[config.mk]
export PLATFORM = sky130hd
export DESIGN_NAME = cidr_ctrl
export DESIGN_NICKNAME = d
export VERILOG_FILES = /design/src/design/cidr_pkg.sv /design/src/design/cidr_ctrl.sv /design/src/design/cidr_sync.sv
export SDC_FILE = /design/constraint.sdc
export NUM_CORES = 1
export LEC_CHECK = 0
export ABC_AREA = 0
export BUFFER_PORTS_ARGS = -buffer_cell sky130_fd_sc_hd__buf_2
export CAP_MARGIN = 0
export CORE_MARGIN = 2
export CORE_UTILIZATION = 51
export CTS_CLUSTER_DIAMETER = 60
export CTS_CLUSTER_SIZE = 40
export DETAILED_ROUTE_END_ITERATION = 10
export PLACE_DENSITY = 0.89
export SLEW_MARGIN = 20
export SYNTH_ARGS = -nofsm -noshare
export SYNTH_HDL_FRONTEND = slang
export SYNTH_HIERARCHICAL = 1
export SYNTH_SLANG_ARGS = --single-unit
[constraint.sdc]
create_clock -name aclk -period 2.86 [get_ports aclk]
set_input_delay 0.429 -clock aclk [delete_from_list [all_inputs] [get_ports aclk]]
set_output_delay 0.429 -clock aclk [all_outputs]
set_load 0.01 [all_outputs]
[src/design/cidr_pkg.sv]
// Constants shared by the caller-identity receiver control block.
// Assumes a single 125 MHz clock domain and an AXI4-Lite register bus.
//
// What this block does
// - Data demodulation always uses the line input, while tone detection uses the line or hybrid input by mode.
// - The amplifier output that is not selected is ignored.
// - Buffer mode holds each received byte plus its following stop bit, and the stop bit shifts out after the byte.
// - Bit stream mode outputs bits directly with a bit-sample strobe and an end-of-byte strobe.
// - A carrier-present flag is given, and outgoing data is suppressed while no carrier is present.
// - Full power down disables both amplifiers, the demodulator, the tone detector and the oscillator.
// - Selecting data reception powers down the tone detector, and selecting tone detection powers down the demodulator.
// - With tone detection selected, the shared output pin is the active-low tone-detected indicator.
// - The tone-detected output goes low once a valid tone pair is recognised and high again after it ends.
// - Select pins: iface high with a and b low is power down, all low is factory test, with a and b both high iface picks the data mode.
// - Pin a high with b low detects tones on the hybrid path, pin a low with b high on the line path.
package cidr_pkg;

  // Register byte addresses.
  localparam logic [7:0] CIDR_REG_CTRL = 8'h00;
  localparam logic [7:0] CIDR_REG_STATUS = 8'h04;
  localparam logic [7:0] CIDR_REG_IRQ_STAT = 8'h08;
  localparam logic [7:0] CIDR_REG_IRQ_MASK = 8'h0c;
  localparam logic [7:0] CIDR_REG_DATA = 8'h10;

  // Control register fields.
  localparam int CIDR_CTRL_IFACE = 0;
  localparam int CIDR_CTRL_SEL_A = 1;
  localparam int CIDR_CTRL_SEL_B = 2;
  localparam int CIDR_CTRL_SHIFT = 3;
  localparam logic [2:0] CIDR_CTRL_RST = 3'h1;

  // Status and interrupt field positions.
  localparam int CIDR_IRQ_BYTE = 0;
  localparam int CIDR_IRQ_TONE_ON = 1;
  localparam int CIDR_IRQ_TONE_OFF = 2;
  localparam int CIDR_IRQ_W = 3;

  // Modes decoded from the three select bits.
  typedef enum logic [5:0] {
    CIDR_M_FSK_STREAM = 6'h01,
    CIDR_M_FSK_BUFFER = 6'h02,
    CIDR_M_TONE_HYB = 6'h04,
    CIDR_M_TONE_LINE = 6'h08,
    CIDR_M_POWER_DOWN = 6'h10,
    CIDR_M_FACTORY = 6'h20
  } cidr_mode_t;

endpackage

[src/design/cidr_ctrl.sv]
// Control and output side of the caller-identity receiver.
// Assumes analogue tone and bit detectors outside, presenting levels on pins.
`timescale 1ns/1ns
module cidr_ctrl import cidr_pkg::*; (
  input wire logic aclk, // Clock, 125 MHz.
  input wire logic aresetn, // Synchronous reset, active low.
  input wire logic [7:0] s_axi_awaddr, // Write address.
  input wire logic s_axi_awvalid, // Write address valid.
  output logic s_axi_awready, // Write address ready.
  input wire logic [31:0] s_axi_wdata, // Write data.
  input wire logic [3:0] s_axi_wstrb, // Write strobes.
  input wire logic s_axi_wvalid, // Write data valid.
  output logic s_axi_wready, // Write data ready.
  output logic [1:0] s_axi_bresp, // Write response.
  output logic s_axi_bvalid, // Write response valid.
  input wire logic s_axi_bready, // Write response ready.
  input wire logic [7:0] s_axi_araddr, // Read address.
  input wire logic s_axi_arvalid, // Read address valid.
  output logic s_axi_arready, // Read address ready.
  output logic [31:0] s_axi_rdata, // Read data.
  output logic [1:0] s_axi_rresp, // Read response.
  output logic s_axi_rvalid, // Read data valid.
  input wire logic s_axi_rready, // Read data ready.
  input wire logic line_amp_output, // Sliced line amplifier signal, a pin.
  input wire logic hybrid_amp_output, // Sliced hybrid amplifier signal, a pin.
  input wire logic demod_bit, // Demodulated data level, a pin.
  input wire logic demod_carrier, // Carrier detector level, a pin.
  input wire logic demod_sample, // Bit sample instant level, a pin.
  input wire logic tone_pair_raw, // Both tones present level, a pin.
  output logic line_amp_en, // Line amplifier enable.
  output logic hybrid_amp_en, // Hybrid amplifier enable.
  output logic demod_en, // Demodulator enable.
  output logic tone_det_en, // Tone detector enable.
  output logic osc_en, // Oscillator enable.
  output logic tone_src_hybrid, // Tone detector fed from hybrid path.
  output logic tone_in, // Selected tone detector input.
  output logic data_out, // Stream data or shifted buffer data.
  output logic bit_strobe, // One-cycle pulse at each data bit sample in stream mode, not at the stop bit.
  output logic byte_end, // One-cycle pulse at the end of each byte in stream mode.
  output logic carrier_present, // Carrier detected.
  output logic shared_ready_or_tone_pin, // Byte ready or tone detected, low true.
  output logic irq // Level interrupt.
);
  localparam logic [1:0] RESP_OK = 2'h0;
  localparam logic [1:0] RESP_ERR = 2'h2;

  // ==========================================================
  // Pin synchronisation
  logic [5:0] pins_s;
  cidr_sync #(.W(6)) u_sync (
    .aclk(aclk),
    .aresetn(aresetn),
    .d({tone_pair_raw, demod_sample, demod_carrier, demod_bit, hybrid_amp_output, line_amp_output}),
    .q(pins_s)
  );
  wire line_s = pins_s[0];
  wire hyb_s = pins_s[1];
  wire bit_s = pins_s[2];
  wire car_s = pins_s[3];
  wire smp_s = pins_s[4];
  wire pair_s = pins_s[5];

  // ==========================================================
  // Mode decode from the select bits
  logic [2:0] ctrl_ff;
  logic [2:0] nxt_ctrl;
  cidr_mode_t mode;
  wire sel_pin_iface = ctrl_ff[CIDR_CTRL_IFACE];
  wire sel_pin_a = ctrl_ff[CIDR_CTRL_SEL_A];
  wire sel_pin_b = ctrl_ff[CIDR_CTRL_SEL_B];
  // Select pins map onto one of six modes; a=b=1 also means data reception.
  always_comb begin
    if (sel_pin_a && !sel_pin_b) begin
      mode = CIDR_M_TONE_HYB;
    end else if (!sel_pin_a && sel_pin_b) begin
      mode = CIDR_M_TONE_LINE;
    end else if (!sel_pin_a && !sel_pin_b) begin
      mode = sel_pin_iface ? CIDR_M_POWER_DOWN : CIDR_M_FACTORY;
    end else begin
      mode = sel_pin_iface ? CIDR_M_FSK_BUFFER : CIDR_M_FSK_STREAM;
    end
  end
  wire is_tone = (mode == CIDR_M_TONE_HYB) || (mode == CIDR_M_TONE_LINE);
  wire is_fsk = (mode == CIDR_M_FSK_STREAM) || (mode == CIDR_M_FSK_BUFFER);
  wire is_buf = (mode == CIDR_M_FSK_BUFFER);

  // ==========================================================
  // Power management and input path selection
  assign osc_en = (mode != CIDR_M_POWER_DOWN);
  assign demod_en = is_fsk;
  assign tone_det_en = is_tone;
  assign line_amp_en = is_fsk || (mode == CIDR_M_TONE_LINE);
  assign hybrid_amp_en = (mode == CIDR_M_TONE_HYB);
  assign tone_src_hybrid = (mode == CIDR_M_TONE_HYB);
  // Unselected amplifier is never looked at.
  assign tone_in = tone_src_hybrid ? hyb_s : (mode == CIDR_M_TONE_LINE) && line_s;

  // ==========================================================
  // Demodulated bit framing
  logic smp_d_ff;
  logic [3:0] bit_cnt_ff;
  logic [7:0] shreg_ff;
  logic [7:0] byte_buf_ff;
  logic stop_buf_ff;
  logic ready_ff;
  logic [3:0] out_idx_ff;
  logic bit_strobe_ff;
  logic byte_end_ff;
  logic data_ff;
  wire fsk_live = is_fsk && car_s;
  wire smp_rise = smp_s && !smp_d_ff;
  // Bit counter 0..7 data, 8 stop; only counts with carrier present.
  wire take_bit = fsk_live && smp_rise;
  wire stop_now = take_bit && (bit_cnt_ff == 4'h8);
  wire [3:0] nxt_cnt = !fsk_live ? 4'h0 : (stop_now ? 4'h0 : (take_bit ? bit_cnt_ff + 4'h1 : bit_cnt_ff));

  // Software read of the data register shifts one bit out of the buffer.
  logic shift_req;
  wire shift_do = shift_req && ready_ff && is_buf;

  always_ff @(posedge aclk) begin
    if (!aresetn) begin
      smp_d_ff <= 1'b0;
      bit_cnt_ff <= 4'h0;
      shreg_ff <= 8'h00;
      byte_buf_ff <= 8'h00;
      stop_buf_ff <= 1'b0;
      ready_ff <= 1'b0;
      out_idx_ff <= 4'h0;
      bit_strobe_ff <= 1'b0;
      byte_end_ff <= 1'b0;
      data_ff <= 1'b1;
    end else begin
      smp_d_ff <= smp_s;
      bit_cnt_ff <= nxt_cnt;
      bit_strobe_ff <= take_bit && !is_buf && (bit_cnt_ff < 4'h8);
      byte_end_ff <= stop_now && !is_buf;
      if (take_bit && bit_cnt_ff < 4'h8) begin
        shreg_ff <= {bit_s, shreg_ff[7:1]};
      end
      // Buffer mode keeps byte plus stop bit, new byte wins over shifting.
      if (stop_now && is_buf) begin
        byte_buf_ff <= shreg_ff;
        stop_buf_ff <= bit_s;
        ready_ff <= 1'b1;
        out_idx_ff <= 4'h0;
      end else if (shift_do) begin
        out_idx_ff <= out_idx_ff + 4'h1;
        if (out_idx_ff == 4'h8) begin
          ready_ff <= 1'b0;
        end
      end else if (!is_buf) begin
        ready_ff <= 1'b0;
      end
      // Stream mode passes bits straight out; idle mark when no carrier.
      if (!is_buf) begin
        data_ff <= fsk_live ? bit_s : 1'b1;
      end else if (!car_s) begin
        data_ff <= 1'b1;
      end else if (shift_do) begin
        data_ff <= (out_idx_ff == 4'h8) ? stop_buf_ff : byte_buf_ff[out_idx_ff[2:0]];
      end
    end
  end
  assign data_out = data_ff;
  assign bit_strobe = bit_strobe_ff;
  assign byte_end = byte_end_ff;
  assign carrier_present = fsk_live;

  // ==========================================================
  // Tone-detected output: follows the qualified tone pair.
  logic tone_det_ff;
  always_ff @(posedge aclk) begin
    if (!aresetn) begin
      tone_det_ff <= 1'b0;
    end else begin
      tone_det_ff <= is_tone && pair_s;
    end
  end
  // Shared pin: tone indicator in tone modes, byte ready otherwise.
  assign shared_ready_or_tone_pin = is_tone ? !tone_det_ff : !(ready_ff && is_fsk);

  // ==========================================================
  // AXI4-Lite slave
  logic aw_got_ff, w_got_ff, bvalid_ff, rvalid_ff;
  logic [7:0] awaddr_ff;
  logic [31:0] wdata_ff, rdata_ff;
  logic [1:0] bresp_ff, rresp_ff;
  logic [CIDR_IRQ_W-1:0] irq_stat_ff, irq_mask_ff;
  logic tone_prev_ff;
  assign s_axi_awready = !aw_got_ff && !bvalid_ff;
  assign s_axi_wready = !w_got_ff && !bvalid_ff;
  assign s_axi_arready = !rvalid_ff;
  wire aw_hs = s_axi_awvalid && s_axi_awready;
  wire w_hs = s_axi_wvalid && s_axi_wready;
  wire wr_go = (aw_got_ff || aw_hs) && (w_got_ff || w_hs);
  wire [7:0] wa = aw_hs ? s_axi_awaddr : awaddr_ff;
  wire [31:0] wd = w_hs ? s_axi_wdata : wdata_ff;
  wire wr_ok = (wa == CIDR_REG_CTRL) || (wa == CIDR_REG_IRQ_STAT) || (wa == CIDR_REG_IRQ_MASK);
  wire ar_hs = s_axi_arvalid && s_axi_arready;
  assign shift_req = ar_hs && (s_axi_araddr == CIDR_REG_DATA);
  wire [CIDR_IRQ_W-1:0] events = {tone_prev_ff && !tone_det_ff, !tone_prev_ff && tone_det_ff, stop_now && is_buf};
  wire [CIDR_IRQ_W-1:0] w1c = (wr_go && wa == CIDR_REG_IRQ_STAT && s_axi_wstrb[0]) ? wd[CIDR_IRQ_W-1:0] : '0;
  assign nxt_ctrl = (wr_go && wa == CIDR_REG_CTRL && s_axi_wstrb[0]) ? wd[2:0] : ctrl_ff;
  // Read data mux.
  logic [31:0] rd_mux;
  always_comb begin
    rd_mux = 32'h0;
    unique case (s_axi_araddr)
      CIDR_REG_CTRL: rd_mux = {29'h0, ctrl_ff};
      CIDR_REG_STATUS: rd_mux = {26'h0, tone_det_ff, ready_ff, car_s, is_buf, is_tone, osc_en};
      CIDR_REG_IRQ_STAT: rd_mux = {29'h0, irq_stat_ff};
      CIDR_REG_IRQ_MASK: rd_mux = {29'h0, irq_mask_ff};
      CIDR_REG_DATA: rd_mux = {22'h0, stop_buf_ff, byte_buf_ff, data_ff};
      default: rd_mux = 32'h0;
    endcase
  end
  wire rd_ok = (s_axi_araddr <= CIDR_REG_DATA) && (s_axi_araddr[1:0] == 2'h0);

  always_ff @(posedge aclk) begin
    if (!aresetn) begin
      aw_got_ff <= 1'b0;
      w_got_ff <= 1'b0;
      bvalid_ff <= 1'b0;
      rvalid_ff <= 1'b0;
      awaddr_ff <= 8'h00;
      wdata_ff <= 32'h0;
      rdata_ff <= 32'h0;
      bresp_ff <= RESP_OK;
      rresp_ff <= RESP_OK;
      ctrl_ff <= CIDR_CTRL_RST;
      irq_stat_ff <= '0;
      irq_mask_ff <= '0;
      tone_prev_ff <= 1'b0;
    end else begin
      tone_prev_ff <= tone_det_ff;
      ctrl_ff <= nxt_ctrl;
      // Set wins over a same-cycle write-one clear.
      irq_stat_ff <= (irq_stat_ff & ~w1c) | events;
      if (wr_go && wa == CIDR_REG_IRQ_MASK && s_axi_wstrb[0]) begin
        irq_mask_ff <= wd[CIDR_IRQ_W-1:0];
      end
      if (aw_hs) begin
        awaddr_ff <= s_axi_awaddr;
      end
      if (w_hs) begin
        wdata_ff <= s_axi_wdata;
      end
      if (wr_go) begin
        aw_got_ff <= 1'b0;
        w_got_ff <= 1'b0;
        bvalid_ff <= 1'b1;
        bresp_ff <= wr_ok ? RESP_OK : RESP_ERR;
      end else begin
        aw_got_ff <= aw_got_ff | aw_hs;
        w_got_ff <= w_got_ff | w_hs;
        if (s_axi_bready) begin
          bvalid_ff <= 1'b0;
        end
      end
      if (ar_hs) begin
        rvalid_ff <= 1'b1;
        rdata_ff <= rd_mux;
        rresp_ff <= rd_ok ? RESP_OK : RESP_ERR;
      end else if (s_axi_rready) begin
        rvalid_ff <= 1'b0;
      end
    end
  end
  assign s_axi_bvalid = bvalid_ff;
  assign s_axi_bresp = bresp_ff;
  assign s_axi_rvalid = rvalid_ff;
  assign s_axi_rdata = rdata_ff;
  assign s_axi_rresp = rresp_ff;
  assign irq = |(irq_stat_ff & irq_mask_ff);

  // ==========================================================
  // Checks
  chk_pd_all_off: assert property (@(posedge aclk) disable iff (!aresetn)
    (mode == CIDR_M_POWER_DOWN) |-> !(osc_en || demod_en || tone_det_en || line_amp_en || hybrid_amp_en))
    else $error("power down left a section on");
  chk_fsk_tone_excl: assert property (@(posedge aclk) disable iff (!aresetn)
    !(demod_en && tone_det_en)) else $error("demodulator and tone detector both on");
  chk_no_carrier_idle: assert property (@(posedge aclk) disable iff (!aresetn)
    (!is_buf && !fsk_live) |=> data_out) else $error("data passed without carrier");
  chk_tone_pin_low: assert property (@(posedge aclk) disable iff (!aresetn)
    (is_tone && pair_s) ##1 is_tone |-> !shared_ready_or_tone_pin) else $error("tone not shown");
  chk_ready_pin: assert property (@(posedge aclk) disable iff (!aresetn)
    (is_buf && stop_now) |=> (is_fsk |-> !shared_ready_or_tone_pin)) else $error("byte ready missing");
  chk_byte_end: assert property (@(posedge aclk) disable iff (!aresetn)
    (stop_now && !is_buf) |=> byte_end) else $error("end of byte strobe missing");
  chk_hyb_path: assert property (@(posedge aclk) disable iff (!aresetn)
    (sel_pin_a && !sel_pin_b) |-> (tone_src_hybrid && !line_amp_en)) else $error("hybrid path not chosen");
  chk_stop_kept: assert property (@(posedge aclk) disable iff (!aresetn)
    (is_buf && stop_now) |=> (stop_buf_ff == $past(bit_s))) else $error("stop bit not kept");
endmodule // cidr_ctrl

[src/design/cidr_sync.sv]
// Two-stage synchroniser for a bus of pin inputs.
// Assumes the inputs are asynchronous to aclk.
`timescale 1ns/1ns
module cidr_sync #(
  parameter int W = 1
) (
  input wire logic aclk, // Clock.
  input wire logic aresetn, // Synchronous reset, active low.
  input wire logic [W-1:0] d, // Asynchronous input.
  output logic [W-1:0] q // Synchronised output.
);
  logic [W-1:0] meta_ff;

  // First stage feeds only the second stage.
  always_ff @(posedge aclk) begin
    if (!aresetn) begin
      meta_ff <= '0;
      q <= '0;
    end else begin
      meta_ff <= d;
      q <= meta_ff;
    end
  end
endmodule // cidr_sync

==> run_results.csv, run 1 <==
group,metric,value,unit
setup_path,reg2reg_from,"ctrl_ff[2]$_SDFFE_PN0P_",
sta,drv_slew,0,
synthesis,syn_avg_cell_area,9.04,µm²
synthesis,synthTopCellsByArea,"dfxtp_1 (44%), mux2i_1 (8.2%), nor2_1 (5.5%)",
sta,fmax,377,MHz
clocking,clock-sinks,80,
clocking,clock_path_buffers,2,
sta,finalCritPeriodShare,0.927,
route,drt_iter0_drc,223,
clocking,htree_levels,3,
clocking,insertion_delay,0.36,ns
place,dp_hpwl,6050,µm
finish,fillers,593,
route,post-route-drc-count,0,
finish,stdcell_count,571,
sta,worst_slack,0.207,ns
synthesis,synth_area,3670,µm²
sta,finalHoldViolCount,0,
clocking,post_cts_buffers,0,
setup_path,worstRegToRegCells,7,
synthesis,seq_area_frac_synth,0.436,
pwr,leakage,1.79,nW
floorplanning,fp-row-count,30,
setup_path,worstPathArrival,2.22,ns
worst_hold_path,min_from,"demod_carrier",
pwr,ir_drop,0.000323,V
floorplanning,design.core.area,6870,µm²
worst_hold_path,holdCritPathClass,"in2reg",
synthesis,synth.most_common_cell,"dfxtp_1",
setup_path,end_kind,"output pin",
sta,fin_crit,2.65,ns
route,avgRoutedWirePerCell,14.3,µm
setup_path,crit_fanout,8,
sta,setup_viol,0,
finish,synthToLayoutAreaGrowth,14.9,%
setup_path,worstPathRequired,2.43,ns
worst_hold_path,min_path_cells,2,
synthesis,synth_top_area_share,0.436,
synthesis,synth_edf_count,0,
flow_run,cap_viol_max_count,0,
setup_path,start_kind,"flip-flop",
synthesis,ys_types,52,
synthesis,yosys.area.top_type,"dfxtp_1",
synthesis,postSynth.asyncResetShare,0,
global_routing,grt_pass1_vias,2885,
global_routing,grt_max_degree,28,
place,placed_area,4020,µm²
synthesis,syn_inst,406,
route,routed_wl,8170,µm
setup_path,r2r_end,"byte_buf_ff[4]$_SDFFE_PN0P_",
clocking,clock-root-buffer,"clkbuf_8",
sta,tightestPinTransition,0.685,ns
setup_path,critPathMaxStageDelay,0.62,ns
sta,finClkSkew,0.0108,ns
synthesis,ys.flop_type,"dfxtp_1",
synthesis,synth_common_cells,"dfxtp_1 (80), nor2_1 (54), nand2_1 (44)",
place,port_buffers,62,
finish,diodes,0,
route,drt_pass1_iterations,4,
floorplanning,die_y,88.8,µm
route,avgViaCountPerCell,5.27,
clocking,cts_tree,"yes",
pwr,p_total,2.17,mW
clocking,cts_buffers,9,
sta,slew_headroom,0.538,
place,pre_cts_slack,0.250,ns
floorplanning,start_util,0.534,
clocking,path_clk_slew,0.08,ns
floorplanning,die-area,7890,µm²
synthesis,synth_warnings,6,
setup_path,crit_chain,"inv_1, ha_1, or4_4, nor2_2, nand2_1, nor2_1, a21oi_1, buf_2",
floorplanning,io_pins,119,
global_routing,gr-usage-all-layers,0.221,
finish,finalInstanceArea,4220,µm²
place,dp.cells,556,
synthesis,synth_seq_cells,80,
pwr,power_density,516,nW/µm²
finish,drive_above_1_share,0.242,
outcome,outcome,"complete, no violations",
global_routing,grt-ovfl-total,0,
place,gp_congestion,0.893,
setup_path,r2r_setup_slack,0.37,ns
finish,nets,545,
worst_hold_path,min_to,"u_sync/meta_ff[3]$_SDFF_PN0_",
floorplanning,die_w,88.8,µm
sta,rsz0062_at_grt,"no",
route,drt.antenna.violating_nets,0,
setup_path,crit_slowest_cell,"or4_4",
sta,tns,0,ns
setup_path,path_class,"reg2out",
route,vias,3011,
global_routing,antenna_found_initial,0,
global_routing,grt_pass1_wl,13300,µm
cells by family after synthesis:
group | share of synthesized area
mux | 0.103
buf+inv | 0.0947
xor+xnor | 0.0143
fa+ha+maj | 0.0307
flops | 0.436
simple gates | 0.215
compound gates | 0.104
other cells | 0.00102
layer usage:
metal  GRT usage  vias to the layer above  wire length, µm
li1            -                     1466                -
met1       0.274                     1390             3480
met2       0.366                      136             3930
met3      0.0634                       19              600
met4      0.0785                        0              159
met5           0                        -                0
area by class of cell:
type	instances	area, µm²	share of cell area
sequential	80	1600	0.380
timing repair buffer	73	405	0.0961
clock buffer	10	128	0.0303
tap	96	120	0.0285
clock inverter	5	58.8	0.0139
multi-input combinational	288	1830	0.434
inverter	19	71.3	0.0169
cell usage in the layout (no fill, tap or decap), types with 2 or more instances in the layout:
cell type	instances
dfxtp_1	79
buf_2	62
nor2_1	53
nand2_1	44
mux2i_1	30
conb_1	24
a21oi_1	21
inv_1	18
buf_4	10
ha_1	9
clkbuf_8	9
and2_1	8
and2_2	8
a22oi_1	7
nand4_1	7
nand2b_1	6
o21ai_0	5
and3_1	5
nand3_1	4
a311oi_1	4
xor2_1	4
nor3b_1	3
mux2_2	3
nor4_1	3
o22ai_1	3
and2b_1	2
a21o_1	2
nor3b_2	2
or4_1	2
a21boi_0	2
nor4b_2	2
mux4_2	2
a31oi_1	2
a211oi_1	2
xnor2_1	2
clkinvlp_4	2
worst max-delay path by stage:
| stage | cells after the start | end | slack, ns | from |
|---|---|---|---|---|
| 2_1_floorplan | 8 | data_out$_SDFFE_PN1P_ | 0.47 | ctrl_ff[2]$_SDFFE_PN0P_ |
| 3_3_place_gp | 7 | byte_buf_ff[3]$_SDFFE_PN0P_ | 0.31 | ctrl_ff[2]$_SDFFE_PN0P_ |
| 3_5_place_dp | 7 | byte_buf_ff[2]$_SDFFE_PN0P_ | 0.25 | ctrl_ff[2]$_SDFFE_PN0P_ |
| 4_1_cts | 8 | shared_ready_or_tone_pin | 0.09 | ctrl_ff[2]$_SDFFE_PN0P_ |
| 5_1_grt | 8 | shared_ready_or_tone_pin | 0.05 | ctrl_ff[1]$_SDFFE_PN0P_ |
| 6_report | 8 | shared_ready_or_tone_pin | 0.21 | ctrl_ff[2]$_SDFFE_PN0P_ |
critical path, delay by kind of cell (launching register included):
| kind | cells | cell delay [ns] |
|---|---|---|
| AND/OR/NAND/NOR | 4 | 0.95 |
| AO/OA/AOI/OAI | 1 | 0.05 |
| adder cells (fa/ha/maj) | 1 | 0.27 |
| buffers and inverters | 2 | 0.23 |
| flip-flops | 1 | 0.37 |
report_power, final:
group	internal (mW)	switching, mW
Clock	0.398	0.407
Combinational	0.0819	0.125
Sequential	1.14	0.0188
metrics by stage:
stage                     hold WS, ns   util
after global placement          0.416  0.585
after CTS                       0.274  0.613
after global routing            0.274  0.614
after detailed placement        0.429  0.585
final                           0.289  0.614
after floorplan                 0.412      -
registers in the layout (all words and copies together), names as in the netlist, 4 cells and up:
signal,flops
u_sync/meta_ff,6
s_axi_rdata,10
u_sync/q,6
bit_cnt_ff,4
shreg_ff,8
out_idx_ff,4
byte_buf_ff,8
awaddr_ff,8
repair_timing:
| item | CTS | global route |
|---|---|---|
| endpoints found under the setup margin | 1 | 2 |
| pin swaps | 0 | 0 |
| hold buffers | 0 | 0 |
| resized for setup | 1 | 3 |
(Power assumes the default switching activity.)
==> inputs of run 2 (changes only) <==
--- a/config.mk
+++ b/config.mk
@@ -13,6 +13,7 @@
 export CTS_CLUSTER_DIAMETER = 60
 export CTS_CLUSTER_SIZE = 40
 export DETAILED_ROUTE_END_ITERATION = 10
+export GPL_TIMING_DRIVEN = 0
 export PLACE_DENSITY = 0.89
 export SLEW_MARGIN = 20
 export SYNTH_ARGS = -nofsm -noshare
==> run_results.csv, run 2 (same netlist as run 1, synthesis figures left out) <==
group,metric,value,unit
finish,seq_area,1600,µm²
sta,finalHoldViolCount,0,
worst_hold_path,min_from,"demod_sample",
pwr,pwr-share-comb,0.105,
route,post-route-drc-count,0,
pwr,power_density,513,nW/µm²
clocking,path_clk_slew,0.09,ns
finish,fillers,575,
sta,tns,0,ns
finish,stdcell_count,603,
sta,rsz0062_at_grt,"no",
pwr,power_switching,0.587,mW
setup_path,worstPathArrival,2.25,ns
setup_path,cp_top_family,"simple AND/OR/NAND/NOR gates",
setup_path,r2r_setup_slack,0.31,ns
finish,diodes,0,
worst_hold_path,holdCritPathClass,"in2reg",
floorplanning,io_pins,119,
outcome,outcome,"complete, no violations",
setup_path,crit_chain,"inv_1, ha_2, or4_1, buf_2, nor2_2, nand2_1, nor2_1, a21oi_1, buf_2",
finish,layout_common_cells,"dfxtp_1 (78), buf_2 (67), nor2_1 (53), nand2_1 (44), mux2i_1 (30)",
setup_path,cpMostUsedCell,"buf_2",
sta,setup_viol,0,
global_routing,grt_max_degree,15,
setup_path,worstPathRequired,2.43,ns
sta,fin_crit,2.68,ns
finish,multiInputGateArea,1820,µm²
setup_path,path_class,"reg2out",
route,routed_wl,8800,µm
pwr,switching_share,0.260,
pwr,p_total,2.26,mW
finish,nets,576,
sta,tightestPinTransition,0.834,ns
sta,drv_slew,0,
place,dp_hpwl,6380,µm
route,drt_pass1_iterations,5,
clocking,clock_path_buffers,2,
sta,finClkSkew,0.0104,ns
place,dp.cells,587,
floorplanning,fp-row-count,30,
pwr,seqPwrFrac,0.514,
floorplanning,design.core.area,6870,µm²
route,avgViaCountPerCell,5.31,
clocking,cts_tree,"yes",
global_routing,antenna_found_initial,0,
place,port_buffers,62,
pwr,power.internal,1.67,mW
route,vias,3204,
finish,final_common_cell,"dfxtp_1",
global_routing,grt-ovfl-total,0,
clocking,cts_buffers,9,
setup_path,critPathMaxStageDelay,0.54,ns
pwr,ir_drop,0.000363,V
finish,drive_above_1_share,0.272,
floorplanning,die_w,88.8,µm
route,drt_iter0_drc,289,
setup_path,worst-path-buf-inv,3,
sta,slew_headroom,0.437,
place,gp_congestion,0.878,
global_routing,gr-usage-all-layers,0.232,
setup_path,worstRegToRegCells,9,
clocking,clock-root-buffer,"clkbuf_8",
finish,synthToLayoutAreaGrowth,20.0,%
floorplanning,die_y,88.8,µm
global_routing,grt_pass1_vias,2911,
worst_hold_path,min_to,"u_sync/meta_ff[4]$_SDFF_PN0_",
pwr,clkPwrFrac,0.381,
clocking,holdBufCountCts,0,
clocking,clock-sinks,80,
flow_run,cap_viol_max_count,0,
pwr,leakage,1.91,nW
global_routing,grt_pass1_wl,13800,µm
sta,fmax,373,MHz
setup_path,reg2reg_from,"ctrl_ff[2]$_SDFFE_PN0P_",
floorplanning,die-area,7890,µm²
worst_hold_path,min_path_cells,2,
setup_path,start_kind,"flip-flop",
route,avgRoutedWirePerCell,14.6,µm
setup_path,end_kind,"output pin",
clocking,htree_levels,3,
sta,finalCritPeriodShare,0.937,
setup_path,r2r_end,"shreg_ff[1]$_SDFFE_PN0P_",
floorplanning,start_util,0.534,
setup_path,crit_fanout,7,
route,drt.antenna.violating_nets,0,
clocking,insertion_delay,0.36,ns
setup_path,crit_slowest_cell,"or4_1",
finish,largest_register_ffs,10,
clocking,post_cts_buffers,0,
==> run 2: cell types whose count changed in the layout (fill, tap and decap cells not counted), sizes merged <==
cell / change
clkinv: -1
buf: +22
clkbuf: +9
clkinvlp: +1
inv: +1
==> run 2: routing by layer <==
layer	track usage	vias to the layer above	part of all wire
met3	0.0560	34	0.079
met1	0.296	1495	0.43
met5	0	-	0
met4	0.121	0	0.035
li1	-	1525	-
met2	0.365	150	0.45
==> run 2: power groups by stage <==
stage / Sequential [mW] / Combinational, mW / Clock [mW]
floorplan: 1.18 / 0.158 / 0
global placement: 1.18 / 0.224 / 0
detailed placement: 1.19 / 0.231 / 0
CTS: 1.16 / 0.234 / 0.864
global route: 1.16 / 0.261 / 0.914
finish: 1.16 / 0.237 / 0.862
==> run 2: how the worst max path moves through the flow <==
stage | slack (ns) | cells after the start | to | start
after floorplan | 0.47 | 8 | data_out$_SDFFE_PN1P_ | ctrl_ff[2]$_SDFFE_PN0P_
after global placement | 0.25 | 9 | shreg_ff[7]$_SDFFE_PN0P_ | ctrl_ff[2]$_SDFFE_PN0P_
after detailed placement | 0.12 | 9 | shreg_ff[1]$_SDFFE_PN0P_ | ctrl_ff[2]$_SDFFE_PN0P_
after CTS | 0.07 | 9 | shared_ready_or_tone_pin | ctrl_ff[2]$_SDFFE_PN0P_
after global routing | 0.04 | 9 | shared_ready_or_tone_pin | ctrl_ff[1]$_SDFFE_PN0P_
final | 0.18 | 9 | shared_ready_or_tone_pin | ctrl_ff[2]$_SDFFE_PN0P_
==> run 2: area by class of cell <==
class,instances,area share
timing repair buffer,62,0.0705
clock inverter,6,0.0151
buffer,42,0.0628
tap,96,0.0273
multi-input combinational,288,0.413
sequential,80,0.364
inverter,19,0.0162
clock buffer,10,0.0313
==> run 2: worst register-to-register path: cells and delay by family (launching register included) <==
kind / cells / cell delay, ns
flops: 1 / 0.38
buf+inv: 3 / 0.44
fa+ha+maj: 1 / 0.22
mux: 1 / 0.21
simple gates: 4 / 1.20
==> run 2: stage by stage <==
| stage | utilization | worst slack, ns | cell area [µm²] | hold WS (ns) |
|---|---|---|---|---|
| 2_1_floorplan | - | 0.465 | 3760 | 0.412 |
| 3_3_place_gp | 0.610 | 0.246 | 4190 | 0.416 |
| 3_5_place_dp | 0.610 | 0.119 | 4190 | 0.422 |
| 4_1_cts | 0.640 | 0.0680 | 4390 | 0.272 |
| 5_1_grt | 0.641 | 0.0421 | 4400 | 0.272 |
| 6_report | 0.641 | 0.179 | 4400 | 0.279 |
==> run 2: repair_timing <==
action | 4_1_cts | 5_1_grt
pin swaps | 0 | 1
gates resized for setup | 1 | 4
endpoints found under the setup margin | 1 | 3
